$ cat config.mk
export PLATFORM = sky130hd
export DESIGN_NAME = pss_top
export DESIGN_NICKNAME = d
export VERILOG_FILES = /design/src/include/pss_pkg.sv /design/src/hw/pss_field_reg.sv /design/src/hw/pss_top.sv
export SDC_FILE = /design/constraint.sdc
export NUM_CORES = 1
export LEC_CHECK = 0
export ABC_CLOCK_PERIOD_IN_PS = 800
export BUFFER_PORTS_ARGS = -buffer_cell sky130_fd_sc_hd__buf_2
export CAP_MARGIN = 10
export CORE_UTILIZATION = 45
export CTS_BUF_LIST = sky130_fd_sc_hd__clkbuf_8
export DETAILED_ROUTE_END_ITERATION = 10
export GPL_TIMING_DRIVEN = 0
export PLACE_DENSITY_LB_ADDON = 0.12
export SYNTH_ARGS = -nofsm -noshare
export SYNTH_HDL_FRONTEND = slang
export SYNTH_SLANG_ARGS = --single-unit
$ cat constraint.sdc
create_clock -name clk -period 0.8 [get_ports clk]
set_input_delay 0.24 -clock clk [delete_from_list [all_inputs] [get_ports clk]]
set_output_delay 0.24 -clock clk [all_outputs]
set_load 0.02 [all_outputs]
$ cat src/include/pss_pkg.sv
// Constants and types for the PHY soft-strap default loader.
package pss_pkg;

  typedef enum logic {
    PSS_ST_LOAD,
    PSS_ST_RUN
  } pss_state_e;

  // Field positions inside the grouped register vectors, and the mode field width.
  localparam int EEE_EN_POS   = 2;
  localparam int EEE_CAP_POS  = 1;
  localparam int EEE_ADV_POS  = 0;
  localparam int BC_AN_POS    = 2;
  localparam int BC_SPEED_POS = 1;
  localparam int BC_DUP_POS   = 0;
  localparam int ADV_10FD_POS = 1;
  localparam int ADV_10HD_POS = 0;
  localparam int CAP_AUTO_POS = 2;
  localparam int CAP_MAN_POS  = 1;
  localparam int CAP_FIB_POS  = 0;
  localparam int MODE_W       = 3;

  // Values held while reset is asserted, before the straps are loaded.
  localparam logic [2:0]        EEE_RST   = 3'h0;
  localparam logic [2:0]        BASIC_RST = 3'h0;
  localparam logic [1:0]        ADV_RST   = 2'h0;
  localparam logic [MODE_W-1:0] MODE_RST  = 3'h0;
  localparam logic [2:0]        CAP_RST   = 3'h0;
  localparam logic              XSTATE_RST = 1'h0;

  // Documented strap defaults.
  localparam logic AUTO_XOVER_STRAP_DEF = 1'h1;
  localparam logic MANUAL_XOVER_STRAP_DEF = 1'h0;

  // Values used in place of the straps while a PHY runs in fibre mode.
  localparam logic       FIB_EEE        = 1'h0;
  localparam logic       FIB_AN         = 1'h0;
  localparam logic       FIB_SPEED      = 1'h1;
  localparam logic [1:0] FIB_ADV        = 2'h0;
  localparam logic       FIB_XOVER_AUTO = 1'h0;
  localparam logic       FIB_XOVER_MDIX = 1'h0;

endpackage

$ cat src/hw/pss_field_reg.sv
// Register group with a load-once default and a software write port.
`timescale 1ns/1ps
`default_nettype none
module pss_field_reg #(
  parameter int              W       = 1,
  parameter logic [W-1:0]    RST_VAL = '0
) (
  input  wire logic         clk,
  input  wire logic         srst_n,
  input  wire logic         load,
  input  wire logic [W-1:0] load_val,
  input  wire logic         wr,
  input  wire logic [W-1:0] wr_val,
  output logic      [W-1:0] q
);

  logic [W-1:0] q_reg;
  logic [W-1:0] q_next;

  always_comb begin
    q_next = q_reg;
    if (load) begin
      q_next = load_val;
    end else if (wr) begin
      q_next = wr_val;
    end
  end

  always_ff @(posedge clk or negedge srst_n) begin
    if (!srst_n) begin
      q_reg <= RST_VAL;
    end else begin
      q_reg <= q_next;
    end
  end

  assign q = q_reg;

endmodule
`default_nettype wire

$ cat src/hw/pss_top.sv
// Soft-strap loader that derives PHY A and PHY B register defaults.
`timescale 1ns/1ps
`default_nettype none
module pss_top
  import pss_pkg::*;
(
  input  wire logic              clk,
  input  wire logic              rstn,
  input  wire logic              port1_energy_saving_strap,
  input  wire logic              auto_xover_strap,
  input  wire logic              manual_xover_strap,
  input  wire logic              negotiation_strap,
  input  wire logic              speed_strap,
  input  wire logic              duplex_strap,
  input  wire logic              fibre_mode_a,
  input  wire logic              fibre_mode_b,
  input  wire logic              crossover_control_field,
  input  wire logic              sw_xover_auto,
  input  wire logic              sw_xover_mdix,
  input  wire logic              sw_eee_wr,
  input  wire logic [2:0]        sw_eee_data,
  input  wire logic              sw_basic_wr,
  input  wire logic [2:0]        sw_basic_data,
  input  wire logic              sw_advert_wr,
  input  wire logic [1:0]        sw_advert_data,
  input  wire logic              sw_mode_wr,
  input  wire logic [MODE_W-1:0] sw_mode_data,
  output logic                   phy_energy_saving_enable_bit,
  output logic                   eee_cap_100tx,
  output logic                   eee_adv_100tx,
  output logic                   auto_crossover_strap_state_bit,
  output logic                   negotiation_enable_bit,
  output logic                   speed_select_low_bit,
  output logic                   duplex_mode_bit,
  output logic                   advert_10fd,
  output logic                   advert_10hd,
  output logic      [MODE_W-1:0] operating_mode,
  output logic                   xover_auto_en,
  output logic                   xover_mdix,
  output logic                   defaults_loaded
);

  // Reset is released through two flops so that every later flop sees a
  // clean, clock-aligned deassertion.
  logic rst_meta_reg;
  logic srst_n;

  always_ff @(posedge clk or negedge rstn) begin
    if (!rstn) begin
      rst_meta_reg <= 1'b0;
      srst_n       <= 1'b0;
    end else begin
      rst_meta_reg <= 1'b1;
      srst_n       <= rst_meta_reg;
    end
  end

  pss_state_e state_reg;
  pss_state_e state_next;
  logic       loaded_reg;
  logic       loaded_next;
  logic       load;
  logic       run;

  always_comb begin
    state_next  = state_reg;
    loaded_next = loaded_reg;
    case (state_reg)
      PSS_ST_LOAD: begin
        state_next  = PSS_ST_RUN;
        loaded_next = 1'b1;
      end
      PSS_ST_RUN: begin
        state_next = PSS_ST_RUN;
      end
      default: begin
        state_next = PSS_ST_LOAD;
      end
    endcase
  end

  always_ff @(posedge clk or negedge srst_n) begin
    if (!srst_n) begin
      state_reg  <= PSS_ST_LOAD;
      loaded_reg <= 1'b0;
    end else begin
      state_reg  <= state_next;
      loaded_reg <= loaded_next;
    end
  end

  // Straps are sampled only in the single load cycle; writes that arrive
  // before the block runs are dropped rather than racing the load.
  assign load = (state_reg == PSS_ST_LOAD);
  assign run  = (state_reg == PSS_ST_RUN);

  logic [2:0]        eee_dflt;
  logic [2:0]        basic_dflt;
  logic [1:0]        adv_dflt;
  logic [MODE_W-1:0] mode_dflt;
  logic [2:0]        cap_dflt;
  logic              xstate_dflt;
  logic              eff_an;
  logic              eff_speed;

  always_comb begin
    eee_dflt = {3{fibre_mode_a ? FIB_EEE : port1_energy_saving_strap}};
    xstate_dflt = fibre_mode_b ? AUTO_XOVER_STRAP_DEF : auto_xover_strap;
    cap_dflt = '0;
    cap_dflt[CAP_AUTO_POS] = fibre_mode_b ? FIB_XOVER_AUTO : auto_xover_strap;
    cap_dflt[CAP_MAN_POS]  = fibre_mode_b ? MANUAL_XOVER_STRAP_DEF
                                          : manual_xover_strap;
    cap_dflt[CAP_FIB_POS]  = fibre_mode_b;
    eff_an    = fibre_mode_b ? FIB_AN : negotiation_strap;
    eff_speed = fibre_mode_b ? FIB_SPEED : speed_strap;
    // With negotiation on, forced speed and duplex read as the best case.
    basic_dflt = '0;
    basic_dflt[BC_AN_POS]    = eff_an;
    basic_dflt[BC_SPEED_POS] = eff_an | eff_speed;
    basic_dflt[BC_DUP_POS]   = eff_an | duplex_strap;
    adv_dflt = '0;
    if (fibre_mode_b) begin
      adv_dflt = FIB_ADV;
    end else begin
      adv_dflt[ADV_10HD_POS] = eff_an | ~eff_speed;
      adv_dflt[ADV_10FD_POS] = (eff_an | ~eff_speed) & duplex_strap;
    end
    mode_dflt = {eff_an, eff_speed, duplex_strap};
  end

  logic [2:0] eee_q;
  logic [2:0] basic_q;
  logic [1:0] adv_q;
  logic [2:0] cap_q;
  logic [0:0] xstate_q;

  pss_field_reg #(.W(3), .RST_VAL(EEE_RST)) u_eee (
    .clk      (clk),
    .srst_n   (srst_n),
    .load     (load),
    .load_val (eee_dflt),
    .wr       (run & sw_eee_wr),
    .wr_val   (sw_eee_data),
    .q        (eee_q)
  );

  pss_field_reg #(.W(3), .RST_VAL(BASIC_RST)) u_basic (
    .clk      (clk),
    .srst_n   (srst_n),
    .load     (load),
    .load_val (basic_dflt),
    .wr       (run & sw_basic_wr),
    .wr_val   (sw_basic_data),
    .q        (basic_q)
  );

  pss_field_reg #(.W(2), .RST_VAL(ADV_RST)) u_adv (
    .clk      (clk),
    .srst_n   (srst_n),
    .load     (load),
    .load_val (adv_dflt),
    .wr       (run & sw_advert_wr),
    .wr_val   (sw_advert_data),
    .q        (adv_q)
  );

  pss_field_reg #(.W(MODE_W), .RST_VAL(MODE_RST)) u_mode (
    .clk      (clk),
    .srst_n   (srst_n),
    .load     (load),
    .load_val (mode_dflt),
    .wr       (run & sw_mode_wr),
    .wr_val   (sw_mode_data),
    .q        (operating_mode)
  );

  // Captured strap copies, kept for the run-time crossover choice.
  pss_field_reg #(.W(3), .RST_VAL(CAP_RST)) u_cap (
    .clk      (clk),
    .srst_n   (srst_n),
    .load     (load),
    .load_val (cap_dflt),
    .wr       (1'b0),
    .wr_val   (3'h0),
    .q        (cap_q)
  );

  // The strap-state bit is read-only to software.
  pss_field_reg #(.W(1), .RST_VAL(XSTATE_RST)) u_xstate (
    .clk      (clk),
    .srst_n   (srst_n),
    .load     (load),
    .load_val (xstate_dflt),
    .wr       (1'b0),
    .wr_val   (1'b0),
    .q        (xstate_q)
  );

  assign phy_energy_saving_enable_bit   = eee_q[EEE_EN_POS];
  assign eee_cap_100tx                  = eee_q[EEE_CAP_POS];
  assign eee_adv_100tx                  = eee_q[EEE_ADV_POS];
  assign negotiation_enable_bit         = basic_q[BC_AN_POS];
  assign speed_select_low_bit           = basic_q[BC_SPEED_POS];
  assign duplex_mode_bit                = basic_q[BC_DUP_POS];
  assign advert_10fd                    = adv_q[ADV_10FD_POS];
  assign advert_10hd                    = adv_q[ADV_10HD_POS];
  assign auto_crossover_strap_state_bit = xstate_q[0];
  assign defaults_loaded                = loaded_reg;

  logic xauto_reg;
  logic xauto_next;
  logic xmdix_reg;
  logic xmdix_next;

  // Fibre has no twisted pair, so crossover is pinned to MDI there.
  always_comb begin
    xauto_next = 1'b0;
    xmdix_next = 1'b0;
    if (!run || cap_q[CAP_FIB_POS]) begin
      xauto_next = FIB_XOVER_AUTO;
      xmdix_next = FIB_XOVER_MDIX;
    end else if (crossover_control_field) begin
      xauto_next = cap_q[CAP_AUTO_POS];
      xmdix_next = ~cap_q[CAP_AUTO_POS] & cap_q[CAP_MAN_POS];
    end else begin
      xauto_next = sw_xover_auto;
      xmdix_next = ~sw_xover_auto & sw_xover_mdix;
    end
  end

  always_ff @(posedge clk or negedge srst_n) begin
    if (!srst_n) begin
      xauto_reg <= 1'b0;
      xmdix_reg <= 1'b0;
    end else begin
      xauto_reg <= xauto_next;
      xmdix_reg <= xmdix_next;
    end
  end

  assign xover_auto_en = xauto_reg;
  assign xover_mdix    = xmdix_reg;

  property p_eee_load;
    @(posedge clk) disable iff (!srst_n)
    load |=> eee_q == {3{$past(fibre_mode_a) ? FIB_EEE
                                             : $past(port1_energy_saving_strap)}};
  endproperty
  a_eee_load: assert property (p_eee_load) else $error("eee default wrong");

  property p_fibre_b;
    @(posedge clk) disable iff (!srst_n)
    (load && fibre_mode_b) |=> !negotiation_enable_bit && adv_q == FIB_ADV
                              && auto_crossover_strap_state_bit;
  endproperty
  a_fibre_b: assert property (p_fibre_b) else $error("fibre straps leaked");

  property p_xstate;
    @(posedge clk) disable iff (!srst_n)
    (load && !fibre_mode_b) |=> auto_crossover_strap_state_bit
                                == $past(auto_xover_strap);
  endproperty
  a_xstate: assert property (p_xstate) else $error("strap state wrong");

  property p_xover_strap;
    @(posedge clk) disable iff (!srst_n)
    (run && crossover_control_field && !cap_q[CAP_FIB_POS])
      |=> xover_auto_en == $past(cap_q[CAP_AUTO_POS]);
  endproperty
  a_xover_strap: assert property (p_xover_strap) else $error("auto xover wrong");

  property p_mdix;
    @(posedge clk) disable iff (!srst_n)
    (run && crossover_control_field && !cap_q[CAP_FIB_POS]
     && !cap_q[CAP_AUTO_POS]) |=> xover_mdix == $past(cap_q[CAP_MAN_POS]);
  endproperty
  a_mdix: assert property (p_mdix) else $error("manual mdix wrong");

  property p_an;
    @(posedge clk) disable iff (!srst_n)
    (load && !fibre_mode_b) |=> negotiation_enable_bit
                                == $past(negotiation_strap);
  endproperty
  a_an: assert property (p_an) else $error("negotiation default wrong");

  property p_an_shape;
    @(posedge clk) disable iff (!srst_n)
    (load && !fibre_mode_b && negotiation_strap) |=> speed_select_low_bit
      && duplex_mode_bit && advert_10hd && operating_mode[2];
  endproperty
  a_an_shape: assert property (p_an_shape) else $error("an shaping wrong");

  property p_speed;
    @(posedge clk) disable iff (!srst_n)
    (load && !fibre_mode_b && !negotiation_strap) |=>
      speed_select_low_bit == $past(speed_strap)
      && advert_10hd == !$past(speed_strap)
      && operating_mode[1] == $past(speed_strap);
  endproperty
  a_speed: assert property (p_speed) else $error("speed shaping wrong");

  property p_duplex;
    @(posedge clk) disable iff (!srst_n)
    (load && !negotiation_strap) |=> duplex_mode_bit == $past(duplex_strap)
      && operating_mode[0] == $past(duplex_strap)
      && ($past(duplex_strap) || !advert_10fd);
  endproperty
  a_duplex: assert property (p_duplex) else $error("duplex shaping wrong");

  property p_sw_wins;
    @(posedge clk) disable iff (!srst_n)
    (run && sw_basic_wr) |=> basic_q == $past(sw_basic_data) ##1
      ($past(sw_basic_wr) || $stable(basic_q) || !run);
  endproperty
  a_sw_wins: assert property (p_sw_wins) else $error("write not kept");

  property p_load_once;
    @(posedge clk) disable iff (!srst_n)
    run |=> run && !load;
  endproperty
  a_load_once: assert property (p_load_once) else $error("second load");

  c_load_fibre: cover property (@(posedge clk) disable iff (!srst_n)
    load && fibre_mode_b);
  c_mdix: cover property (@(posedge clk) disable iff (!srst_n)
    run && xover_mdix);
  c_sw_write: cover property (@(posedge clk) disable iff (!srst_n)
    run && sw_basic_wr ##1 sw_mode_wr);
  c_an_off: cover property (@(posedge clk) disable iff (!srst_n)
    load && !negotiation_strap && !speed_strap);

endmodule
`default_nettype wire

==> metrics.txt, run 1 <==
status=finished, violations left; failing checks=negative setup slack; Placement Rows=15; number of vias per cell=roughly 5.2; setup clock skew after layout=0.00382 ns; number of max-slew violations in the final report=0; area of the placeable core=0.00178 mm2; Skew-Pair Late Insertion Delay=0.26 ns; maximum vdd ir drop=1.23 mV; gate count after technology mapping=73; leading post-synthesis cells by instance count=21 x sky130_fd_sc_hd__dfrtp_1, 11 x sky130_fd_sc_hd__mux2i_1, 7 x sky130_fd_sc_hd__a21oi_1, 6 x sky130_fd_sc_hd__nor2_1, 4 x sky130_fd_sc_hd__nand2b_1; Die H=between 40 and 50 um; leakage power=0.714 nW; Congestion Overflow GR=0; delay of the slowest cell on the worst path=0.42 ns; critical-path cell list=buf_6; first drt pass iteration count=4; final hold violations=0; area of the die=0.00216 mm2; synthesis-to-finish area growth=65.2%; power per unit of standard cell area=1700 mW/mm2; clock-pin slew of the registers on the worst-case setup and hold paths=0.07 ns; sequential share of the synthesized area=59.0%; Slowest cell on crit path=sky130_fd_sc_hd__dfrtp_2; DRC Markers=0; worst setup margin=-0.251 ns; antenna violations before repair=0; critical path endpoint category=output pin; Root Buffer Master=sky130_fd_sc_hd__clkbuf_8; main flop type after synthesis=sky130_fd_sc_hd__dfrtp_1; Final setup violation count=32; Yosys warning count=0; flops & latches, synth=21; cell type contributing the most total cell area after synthesis=sky130_fd_sc_hd__dfrtp_1; count of input and output buffers=42; setup TNS after final layout=-5.64 ns; synthesized cell area=891 um2; fraction of synthesized cell area taken by the top area cell type=59.0%; Starting DRT DRC Count=19; ratio of cells with drive above 1 in the final layout=61.4%; vias in the first global route=a little over 700; Worst Path Required=0.56 ns; hold slack final=0.195 ns; number of library cell types mapped by synthesis=23; number of buffer and inverter instances along the worst setup path=1; floorplan die width=roughly 46 um; Starting Density=around half; clock tree from TritonCTS=done; number of enable-type register cells in the synthesized netlist=0; launching element type of the critical path=register; number of standard cells in the final layout excluding fillers=152; global placer's final weighted congestion=0.698; hpwl dp=between 1000 and 1500 um; number of buffers created by CTS=3; post-route fraction of the period consumed by the critical path=131%; Power, Total=2.50 mW; final WL=2260 um; number of levels the H-tree was split into=1; clock net sink count=21; Routed Antenna Nets=0; maximum number of buffers from clock root to sink=2; RSZ-0062 raised after global routing=yes; number of max-cap violations=0; cell with the most instances after synthesis=sky130_fd_sc_hd__dfrtp_1; setup slack on the worst flop-to-flop path=-0.24 ns; total global routing track utilization=19.3%; worst-path maximum fanout=2; post-synthesis area per instance=12.2 um2; top achievable clock speed=952 MHz; share of flip-flops with an asynchronous set or reset after synthesis=100%; antenna diode instance count=0; critical path class=register to output pin; number of placed cells counting well taps=141; family with the most delay on the worst path=flip-flops; arrival time of data at the critical path endpoint=0.81 ns; routed vias=784; wire length of the first global-routing pass=2850 um; worst setup slack before clock tree synthesis=-0.161 ns; NumNets Final=156; pin count of the biggest net entering global routing=20; wire length per cell=~15 um; time the final worst path needs with I/O delays and setup=between 1 and 1.5 ns; IO Count=43; Min-Delay Path Class=register to async pin; most area-consuming cells after synthesis=sky130_fd_sc_hd__dfrtp_1 59%, sky130_fd_sc_hd__mux2i_1 12%, sky130_fd_sc_hd__a21oi_1 3.9%
## layer usage
layer  wire length (um)  track usage [%]
met5                  0                0
met4                 44             12.4
met3                100             4.31
met2               1250             34.7
met1                864             19.5
## power by group
| part | switching, mW | internal (mW) |
|---|---|---|
| clock network | 0.329 | 0.342 |
| logic | 0.277 | 0.335 |
| registers | 0.0735 | 1.15 |
## final timing paths
check,from,end,depth (start not counted)
max,u_adv.q[1]$_DFFE_PN0P_,advert_10fd,1
min,srst_n$_DFF_PN0_,u_adv.q[0]$_DFFE_PN0P_,0
max reg2reg,u_adv.q[1]$_DFFE_PN0P_,u_adv.q[1]$_DFFE_PN0P_,4
min reg2reg,srst_n$_DFF_PN0_,u_adv.q[0]$_DFFE_PN0P_,0
max in group asynchronous,srst_n$_DFF_PN0_,run$_DFF_PN0_,0
min in group clk,manual_xover_strap,u_cap.q[1]$_DFFE_PN0N_,2
## cell families (layout without fill, tap and decap cells)
kind of cell / after synthesis / after routing / synth area share (%)
simple gates: 18 / 18 / 11.4
buf+inv: 4 / 57 / 2.67
other cells: 1 / 2 / 0.421
mux: 13 / 13 / 14.9
compound gates: 16 / 16 / 11.7
flops: 21 / 21 / 59.0
## timing repair
item	4_1_cts	5_1_grt
hold buffers	1	0
gates resized for setup	48	13
hold endpoints to repair	2	0
gates cloned	1	1
setup endpoints to repair	49	33
setup buffers	4	0
pin swaps	3	6
## per-stage QoR
| stage | util [%] | area (um2) |
|---|---|---|
| detailed placement | 64.4 | 1150 |
| global route | 82.5 | 1470 |
| floorplan | - | 906 |
| finish | 82.5 | 1470 |
| global placement | 64.4 | 1150 |
| CTS | 77.7 | 1390 |
## layout make-up
type / instances / area (um2)
clock inverters: 1 / 3.75
clock buffers: 3 / 41.3
inverters: 2 / 7.51
repair buffers: 49 / 384
fillers: 96 / 312
multi-input cells: 49 / 437
flip-flops and latches: 21 / 532
well taps: 25 / 31.3
plain buffers: 2 / 35.0
## placed cells by master, fill, tap and decap left out, drive strengths merged
master       instances
and2                 2
a22oi                1
a31o                 1
a21o                 1
dlygate4sd3          1
dfrtp               21
nor3                 1
clkbuf               4
buf                 49
nand2b               4
nor4                 1
nand3b               1
nor2                 6
or3b                 1
conb                 2
o21ai                2
a22o                 2
mux2i               11
nand2                2
a21oi                9
mux2                 2
inv                  3
Power figures use the tool's default switching activity.
==> run 2: changes to the inputs <==
--- a/config.mk
+++ b/config.mk
@@ -5,7 +5,6 @@
 export SDC_FILE = /design/constraint.sdc
 export NUM_CORES = 1
 export LEC_CHECK = 0
-export ABC_CLOCK_PERIOD_IN_PS = 800
 export BUFFER_PORTS_ARGS = -buffer_cell sky130_fd_sc_hd__buf_2
 export CAP_MARGIN = 10
 export CORE_UTILIZATION = 45
==> constraint.sdc (replaced) <==
create_clock -name clk -period 0.8 [get_ports clk]
set_input_delay 0.16 -clock clk [delete_from_list [all_inputs] [get_ports clk]]
set_output_delay 0.16 -clock clk [all_outputs]
set_load 0.02 [all_outputs]
==> metrics.txt, run 2 (synthesized netlist as in run 1, its figures left out) <==
status=finished, violations left; failing checks=negative setup slack; endpoint of the worst-slack reg-to-reg timing path=u_cap.q[0]$_DFFE_PN0N_; Worst Path Required=between 0.9 and 1 ns; count of input and output buffers=42; Net Sw Frac=26.2%; clock tree from TritonCTS=done; commonest cells after routing, fill and taps aside=28 x sky130_fd_sc_hd__buf_2, 17 x sky130_fd_sc_hd__buf_6, 17 x sky130_fd_sc_hd__dfrtp_1, 10 x sky130_fd_sc_hd__mux2i_1, 6 x sky130_fd_sc_hd__a21oi_1; synthesis-to-finish area growth=52.4%; launching element type of the critical path=register; number of placed cells counting well taps=around 140; Post-Layout Inst Area=between 0.001 and 0.0015 mm2; area of the placeable core=around 0.0018 mm2; Min-Delay Path Class=primary input to register; Die H=between 40 and 50 um; antenna diode instance count=0; time the final worst path needs with I/O delays and setup=0.986 ns; clock-pin slew of the registers on the worst-case setup and hold paths=0.07 ns; ratio of cells with drive above 1 in the final layout=53.6%; Int Power=1.78 mW; number of standard cells in the final layout excluding fillers=150; Placement Rows=15; Hold Crit Depth=2; maximum vdd ir drop=1.19 mV; number of buffers created by CTS=3; RSZ-0062 raised after global routing=yes; Skew-Pair Late Insertion Delay=0.26 ns; final hold violations=0; setup TNS after final layout=-3.62 ns; top achievable clock speed=slightly above 1000 MHz; floorplan die width=46.5 um; Endpoint, Worst Hold=u_cap.q[1]$_DFFE_PN0N_; Routed Antenna Nets=0; startpoint of the worst hold path=manual_xover_strap; number of vias per cell=4.90; fraction of power consumed by combinational cells=21.8%; pin count of the biggest net entering global routing=20; area of the die=between 0.002 and 0.0025 mm2; antenna violations before repair=0; Starting DRT DRC Count=5; Final setup violation count=34; vias in the first global route=667; power per unit of standard cell area=1780 mW/mm2; number of cells on the worst reg-to-reg path=2; number of levels the H-tree was split into=1; clock net sink count=21; wire length of the first global-routing pass=2640 um; global placer's final weighted congestion=~0.70; critical path class=register to register; hpwl dp=1310 um; Power, Total=2.41 mW; worst-path maximum fanout=5; DRC Markers=0; Congestion Overflow GR=0; IO Count=43; leakage power=0.672 nW; number of max-slew violations in the final report=0; part of the power in the clock network=27.8%; P_sw=633 uW; worst setup margin=-0.186 ns; Root Buffer Master=sky130_fd_sc_hd__clkbuf_8; critical path endpoint category=register; arrival time of data at the critical path endpoint=1.13 ns; first drt pass iteration count=4; maximum number of buffers from clock root to sink=2; hold slack final=0.116 ns; portion of total power attributed to sequential cells=50.4%; total global routing track utilization=18.0%; routed vias=735; most common cell after layout, fill and taps aside=sky130_fd_sc_hd__buf_2; wire length per cell=12.1 um; worst slew pin tran=0.735 ns; Reg-to-Reg Start=run$_DFF_PN0_; Starting Density=around 50%; final WL=1810 um; setup slack on the worst flop-to-flop path=-0.19 ns; number of max-cap violations=0; NumNets Final=~150; slew margin rel.=51.0%; setup clock skew after layout=0.00107 ns; placed inst area=0.00115 mm2; post-route fraction of the period consumed by the critical path=123%
## run 2: metrics by stage
| stage | util [%] | setup slack, ns |
|---|---|---|
| 2_1_floorplan | - | -0.142 |
| 3_3_place_gp | 64.4 | -0.159 |
| 3_5_place_dp | 64.4 | -0.161 |
| 4_1_cts | 73.7 | -0.173 |
| 5_1_grt | 76.1 | -0.201 |
| 6_report | 76.1 | -0.186 |
## run 2: final cells by class
| class | instances | area (um2) |
|---|---|---|
| sequential | 21 | 531 |
| multi-input combinational | 49 | 379 |
| fill | 125 | 425 |
| buffer | 2 | 22.5 |
| tap | 25 | 31.3 |
| clock buffer | 3 | 41.3 |
| clock inverter | 1 | 3.75 |
| inverter | 2 | 7.51 |
| timing repair buffer | 47 | 342 |
## run 2: per-layer routing
layer	vias to the layer above	track usage [%]	part of all wire [%]
met1	349	19.8	40
li1	357	-	-
met4	0	10.6	1.5
met5	-	0	0
met2	25	31.7	53
met3	4	3.53	4.8
## run 2: critical path, cell delays in order (launching register included)
cell and delay (ns):
sky130_fd_sc_hd__dfrtp_2 0.45, sky130_fd_sc_hd__buf_6 0.14, sky130_fd_sc_hd__mux2_4 0.29
## run 2: power groups by stage
stage / sequential (mW) / clock (mW) / combinational [mW]
final: 1.22 / 0.670 / 0.527
after global routing: 1.23 / 0.701 / 0.571
after floorplan: 1.29 / 0 / 0.155
after detailed placement: 1.22 / 0 / 0.406
after global placement: 1.22 / 0 / 0.396
after CTS: 1.21 / 0.673 / 0.499
## run 2: how the worst max path moves through the flow
stage	depth (start not counted)	from	end	slack [ns]
6_report	2	run$_DFF_PN0_	u_cap.q[0]$_DFFE_PN0N_	-0.19
5_1_grt	2	run$_DFF_PN0_	u_cap.q[0]$_DFFE_PN0N_	-0.20
4_1_cts	2	run$_DFF_PN0_	u_cap.q[0]$_DFFE_PN0N_	-0.17
3_5_place_dp	2	run$_DFF_PN0_	u_cap.q[0]$_DFFE_PN0N_	-0.16
3_3_place_gp	2	run$_DFF_PN0_	u_cap.q[0]$_DFFE_PN0N_	-0.16
2_1_floorplan	2	run$_DFF_PN0_	u_cap.q[0]$_DFFE_PN0N_	-0.14
## run 2: timing repair
item | in CTS | in global routing
setup endpoints to repair | 49 | 50
hold buffers | 1 | 0
buffers inserted | 2 | 1
resized for setup | 31 | 12
cloned | 0 | 1
endpoints found under the hold margin | 2 | 0
pin swaps | 1 | 2
==> run 3: changes to the inputs <==
--- a/config.mk
+++ b/config.mk
@@ -5,6 +5,7 @@
 export SDC_FILE = /design/constraint.sdc
 export NUM_CORES = 1
 export LEC_CHECK = 0
+export ABC_AREA = 1
 export BUFFER_PORTS_ARGS = -buffer_cell sky130_fd_sc_hd__buf_2
 export CAP_MARGIN = 10
 export CORE_UTILIZATION = 45
==> metrics.txt, run 3 <==
leading post-synthesis cells by instance count=21 x sky130_fd_sc_hd__dfrtp_1, 14 x sky130_fd_sc_hd__nor2_1, 12 x sky130_fd_sc_hd__nand2_1, 11 x sky130_fd_sc_hd__nand3_1, 9 x sky130_fd_sc_hd__inv_1; routed vias=840; top achievable clock speed=1020 MHz; critical-path cell list=buf_6 -> nand2_4 -> nand2_4 -> nor2_4 -> nor2_1; critical path class=register to register; Starting Density=49.7%; floorplan die width=46.6 um; synthesized cell area=895 um2; setup TNS after final layout=-4.35 ns; most common cell after layout, fill and taps aside=sky130_fd_sc_hd__buf_2; Die H=~47 um; maximum vdd ir drop=1.19 mV; antenna diode instance count=0; antenna violations before repair=0; number of enable-type register cells in the synthesized netlist=0; sequential share of the synthesized area=58.7%; commonest cells after routing, fill and taps aside=28 x sky130_fd_sc_hd__buf_2, 19 x sky130_fd_sc_hd__dfrtp_1, 17 x sky130_fd_sc_hd__buf_6, 11 x sky130_fd_sc_hd__nand3_1, 10 x sky130_fd_sc_hd__nand2_1; total global routing track utilization=21.8%; fraction of synthesized cell area taken by the top area cell type=between 50% and 60%; arrival time of data at the critical path endpoint=1.14 ns; RSZ-0062 raised after global routing=yes; share of flip-flops with an asynchronous set or reset after synthesis=100%; Yosys warning count=0; ratio of cells with drive above 1 in the final layout=48.4%; cell with the most instances after synthesis=sky130_fd_sc_hd__dfrtp_1; area of the die=~0.0022 mm2; Placement Rows=15; clock net sink count=21; pin count of the biggest net entering global routing=20; post-synthesis area per instance=~9 um2; Worst Path Required=0.96 ns; Skew-Pair Late Insertion Delay=about 0.26 ns; worst-path maximum fanout=5; global placer's final weighted congestion=0.740; final-layout fill cell count=134; cell type contributing the most total cell area after synthesis=sky130_fd_sc_hd__dfrtp_1; number of levels the H-tree was split into=1; Min-Delay Path Class=primary input to register; flops & latches, synth=21; clock-pin slew of the registers on the worst-case setup and hold paths=0.08 ns; final WL=~2100 um; IO Count=43; Root Buffer Master=sky130_fd_sc_hd__clkbuf_8; failing checks=negative setup slack; count of input and output buffers=42; Slowest cell on crit path=sky130_fd_sc_hd__dfrtp_2; Congestion Overflow GR=0; status=finished, violations left; wire length per cell=roughly 12 um; final hold violations=0; number of buffer and inverter instances along the worst setup path=1; family with the most delay on the worst path=flip-flops; gate count after technology mapping=97; main flop type after synthesis=sky130_fd_sc_hd__dfrtp_1; launching element type of the critical path=register; critical path endpoint category=register; number of buffers created by CTS=3; Starting DRT DRC Count=5; time the final worst path needs with I/O delays and setup=~0.98 ns; number of library cell types mapped by synthesis=20; most area-consuming cells after synthesis=sky130_fd_sc_hd__dfrtp_1 59%, sky130_fd_sc_hd__nand3_1 6.2%, sky130_fd_sc_hd__nor2_1 5.9%; delay of the slowest cell on the worst path=about 0.46 ns; first drt pass iteration count=4; number of standard cells in the final layout excluding fillers=180; NumNets Final=approximately 180; number of max-slew violations in the final report=0; DRC Markers=0; cell repeated most along the worst path=sky130_fd_sc_hd__nand2_4; worst setup margin=-0.184 ns; clock tree from TritonCTS=done; leakage power=about 0.73 nW; Final setup violation count=33; number of vias per cell=4.67; wire length of the first global-routing pass=3330 um; setup clock skew after layout=a little under 0.01 ns; synthesis-to-finish area growth=58.2%; vias in the first global route=855; hpwl dp=1420 um; power per unit of standard cell area=1730 mW/mm2; number of placed cells counting well taps=~170; Routed Antenna Nets=0; area of the placeable core=0.00180 mm2; number of max-cap violations=0; maximum number of buffers from clock root to sink=2; post-route fraction of the period consumed by the critical path=123%
-- run 3: changes by cell type in the layout (fill, tap and decap cells not counted), moves of 6 or more --
cell / change
sky130_fd_sc_hd__buf_4: +6
sky130_fd_sc_hd__nand2_1: +10
sky130_fd_sc_hd__mux2i_1: -10
sky130_fd_sc_hd__nand3_1: +11
sky130_fd_sc_hd__inv_1: +7
sky130_fd_sc_hd__o21ai_0: +7
-- run 3: metrics by stage --
step	hold WS [ns]	util, %	setup slack (ns)	cell area [um2]	total power, mW
2_1_floorplan	-0.136	-	-0.0906	901	1.44
3_3_place_gp	-0.0554	63.4	-0.193	1140	1.60
3_5_place_dp	-0.0532	63.4	-0.186	1140	1.61
4_1_cts	0.119	75.8	-0.172	1370	2.42
5_1_grt	0.138	78.5	-0.241	1420	2.57
6_report	0.130	78.5	-0.184	1420	2.45
-- run 3: cell type report --
class	instances	area, um2	area share, %
multi-input combinational	65	360	25.5
timing repair buffer	53	390	27.6
inverter	10	40.0	2.83
sequential	21	528	37.3
buffer	2	18.8	1.33
tap	25	31.3	2.21
clock inverter	1	5.00	0.354
clock buffer	3	41.3	2.92
-- run 3: worst reg2reg max path: cells and delay by family, from the launching register on --
| kind | cells | cell delay (ns) |
|---|---|---|
| and+or+nand+nor | 4 | 0.28 |
| buffers and inverters | 1 | 0.16 |
| DFF | 1 | 0.46 |
-- run 3: report_power, final --
group | internal [mW] | switching [mW]
combinational | 0.289 | 0.262
sequential | 1.14 | 0.0781
clock | 0.346 | 0.332
total | 1.78 | 0.672
-- run 3: worst paths after layout --
| check | startpoint | to | slack (ns) | depth (start not counted) |
|---|---|---|---|---|
| min | auto_xover_strap | u_cap.q[2]$_DFFE_PN0N_ | 0.13 | 2 |
| min reg2reg | srst_n$_DFF_PN0_ | u_mode.q[2]$_DFFE_PN0P_ | 0.19 | 0 |
| max reg2reg | run$_DFF_PN0_ | u_basic.q[0]$_DFFE_PN0P_ | -0.18 | 5 |
| min in group asynchronous | srst_n$_DFF_PN0_ | u_mode.q[2]$_DFFE_PN0P_ | 0.19 | 0 |
| max | run$_DFF_PN0_ | u_basic.q[0]$_DFFE_PN0P_ | -0.18 | 5 |
| max in group asynchronous | srst_n$_DFF_PN0_ | run$_DFF_PN0_ | 0.29 | 0 |
-- run 3: timing repair --
item	in CTS	in global routing
hold endpoints to repair	2	0
hold buffers	1	0
endpoints found under the setup margin	52	33
setup buffers	7	2
pin swaps	1	4
gates resized for setup	36	10
cloned	1	0
-- run 3: cells by family after synthesis --
| family | share of synthesized area, % |
|---|---|
| AOI/OAI and AO/OA | 10.3 |
| buffers and inverters | 6.29 |
| DFF | 58.7 |
| other | 0.419 |
| and+or+nand+nor | 24.2 |
-- run 3: metal layers --
layer / GRT usage [%] / share of wire [%] / vias up
li1: - / - / 430
met1: 24.4 / 43 / 380
met2: 40.6 / 51 / 28
met3: 3.92 / 4.7 / 2
met4: 7.06 / 0.48 / 0
met5: 0 / 0 / -
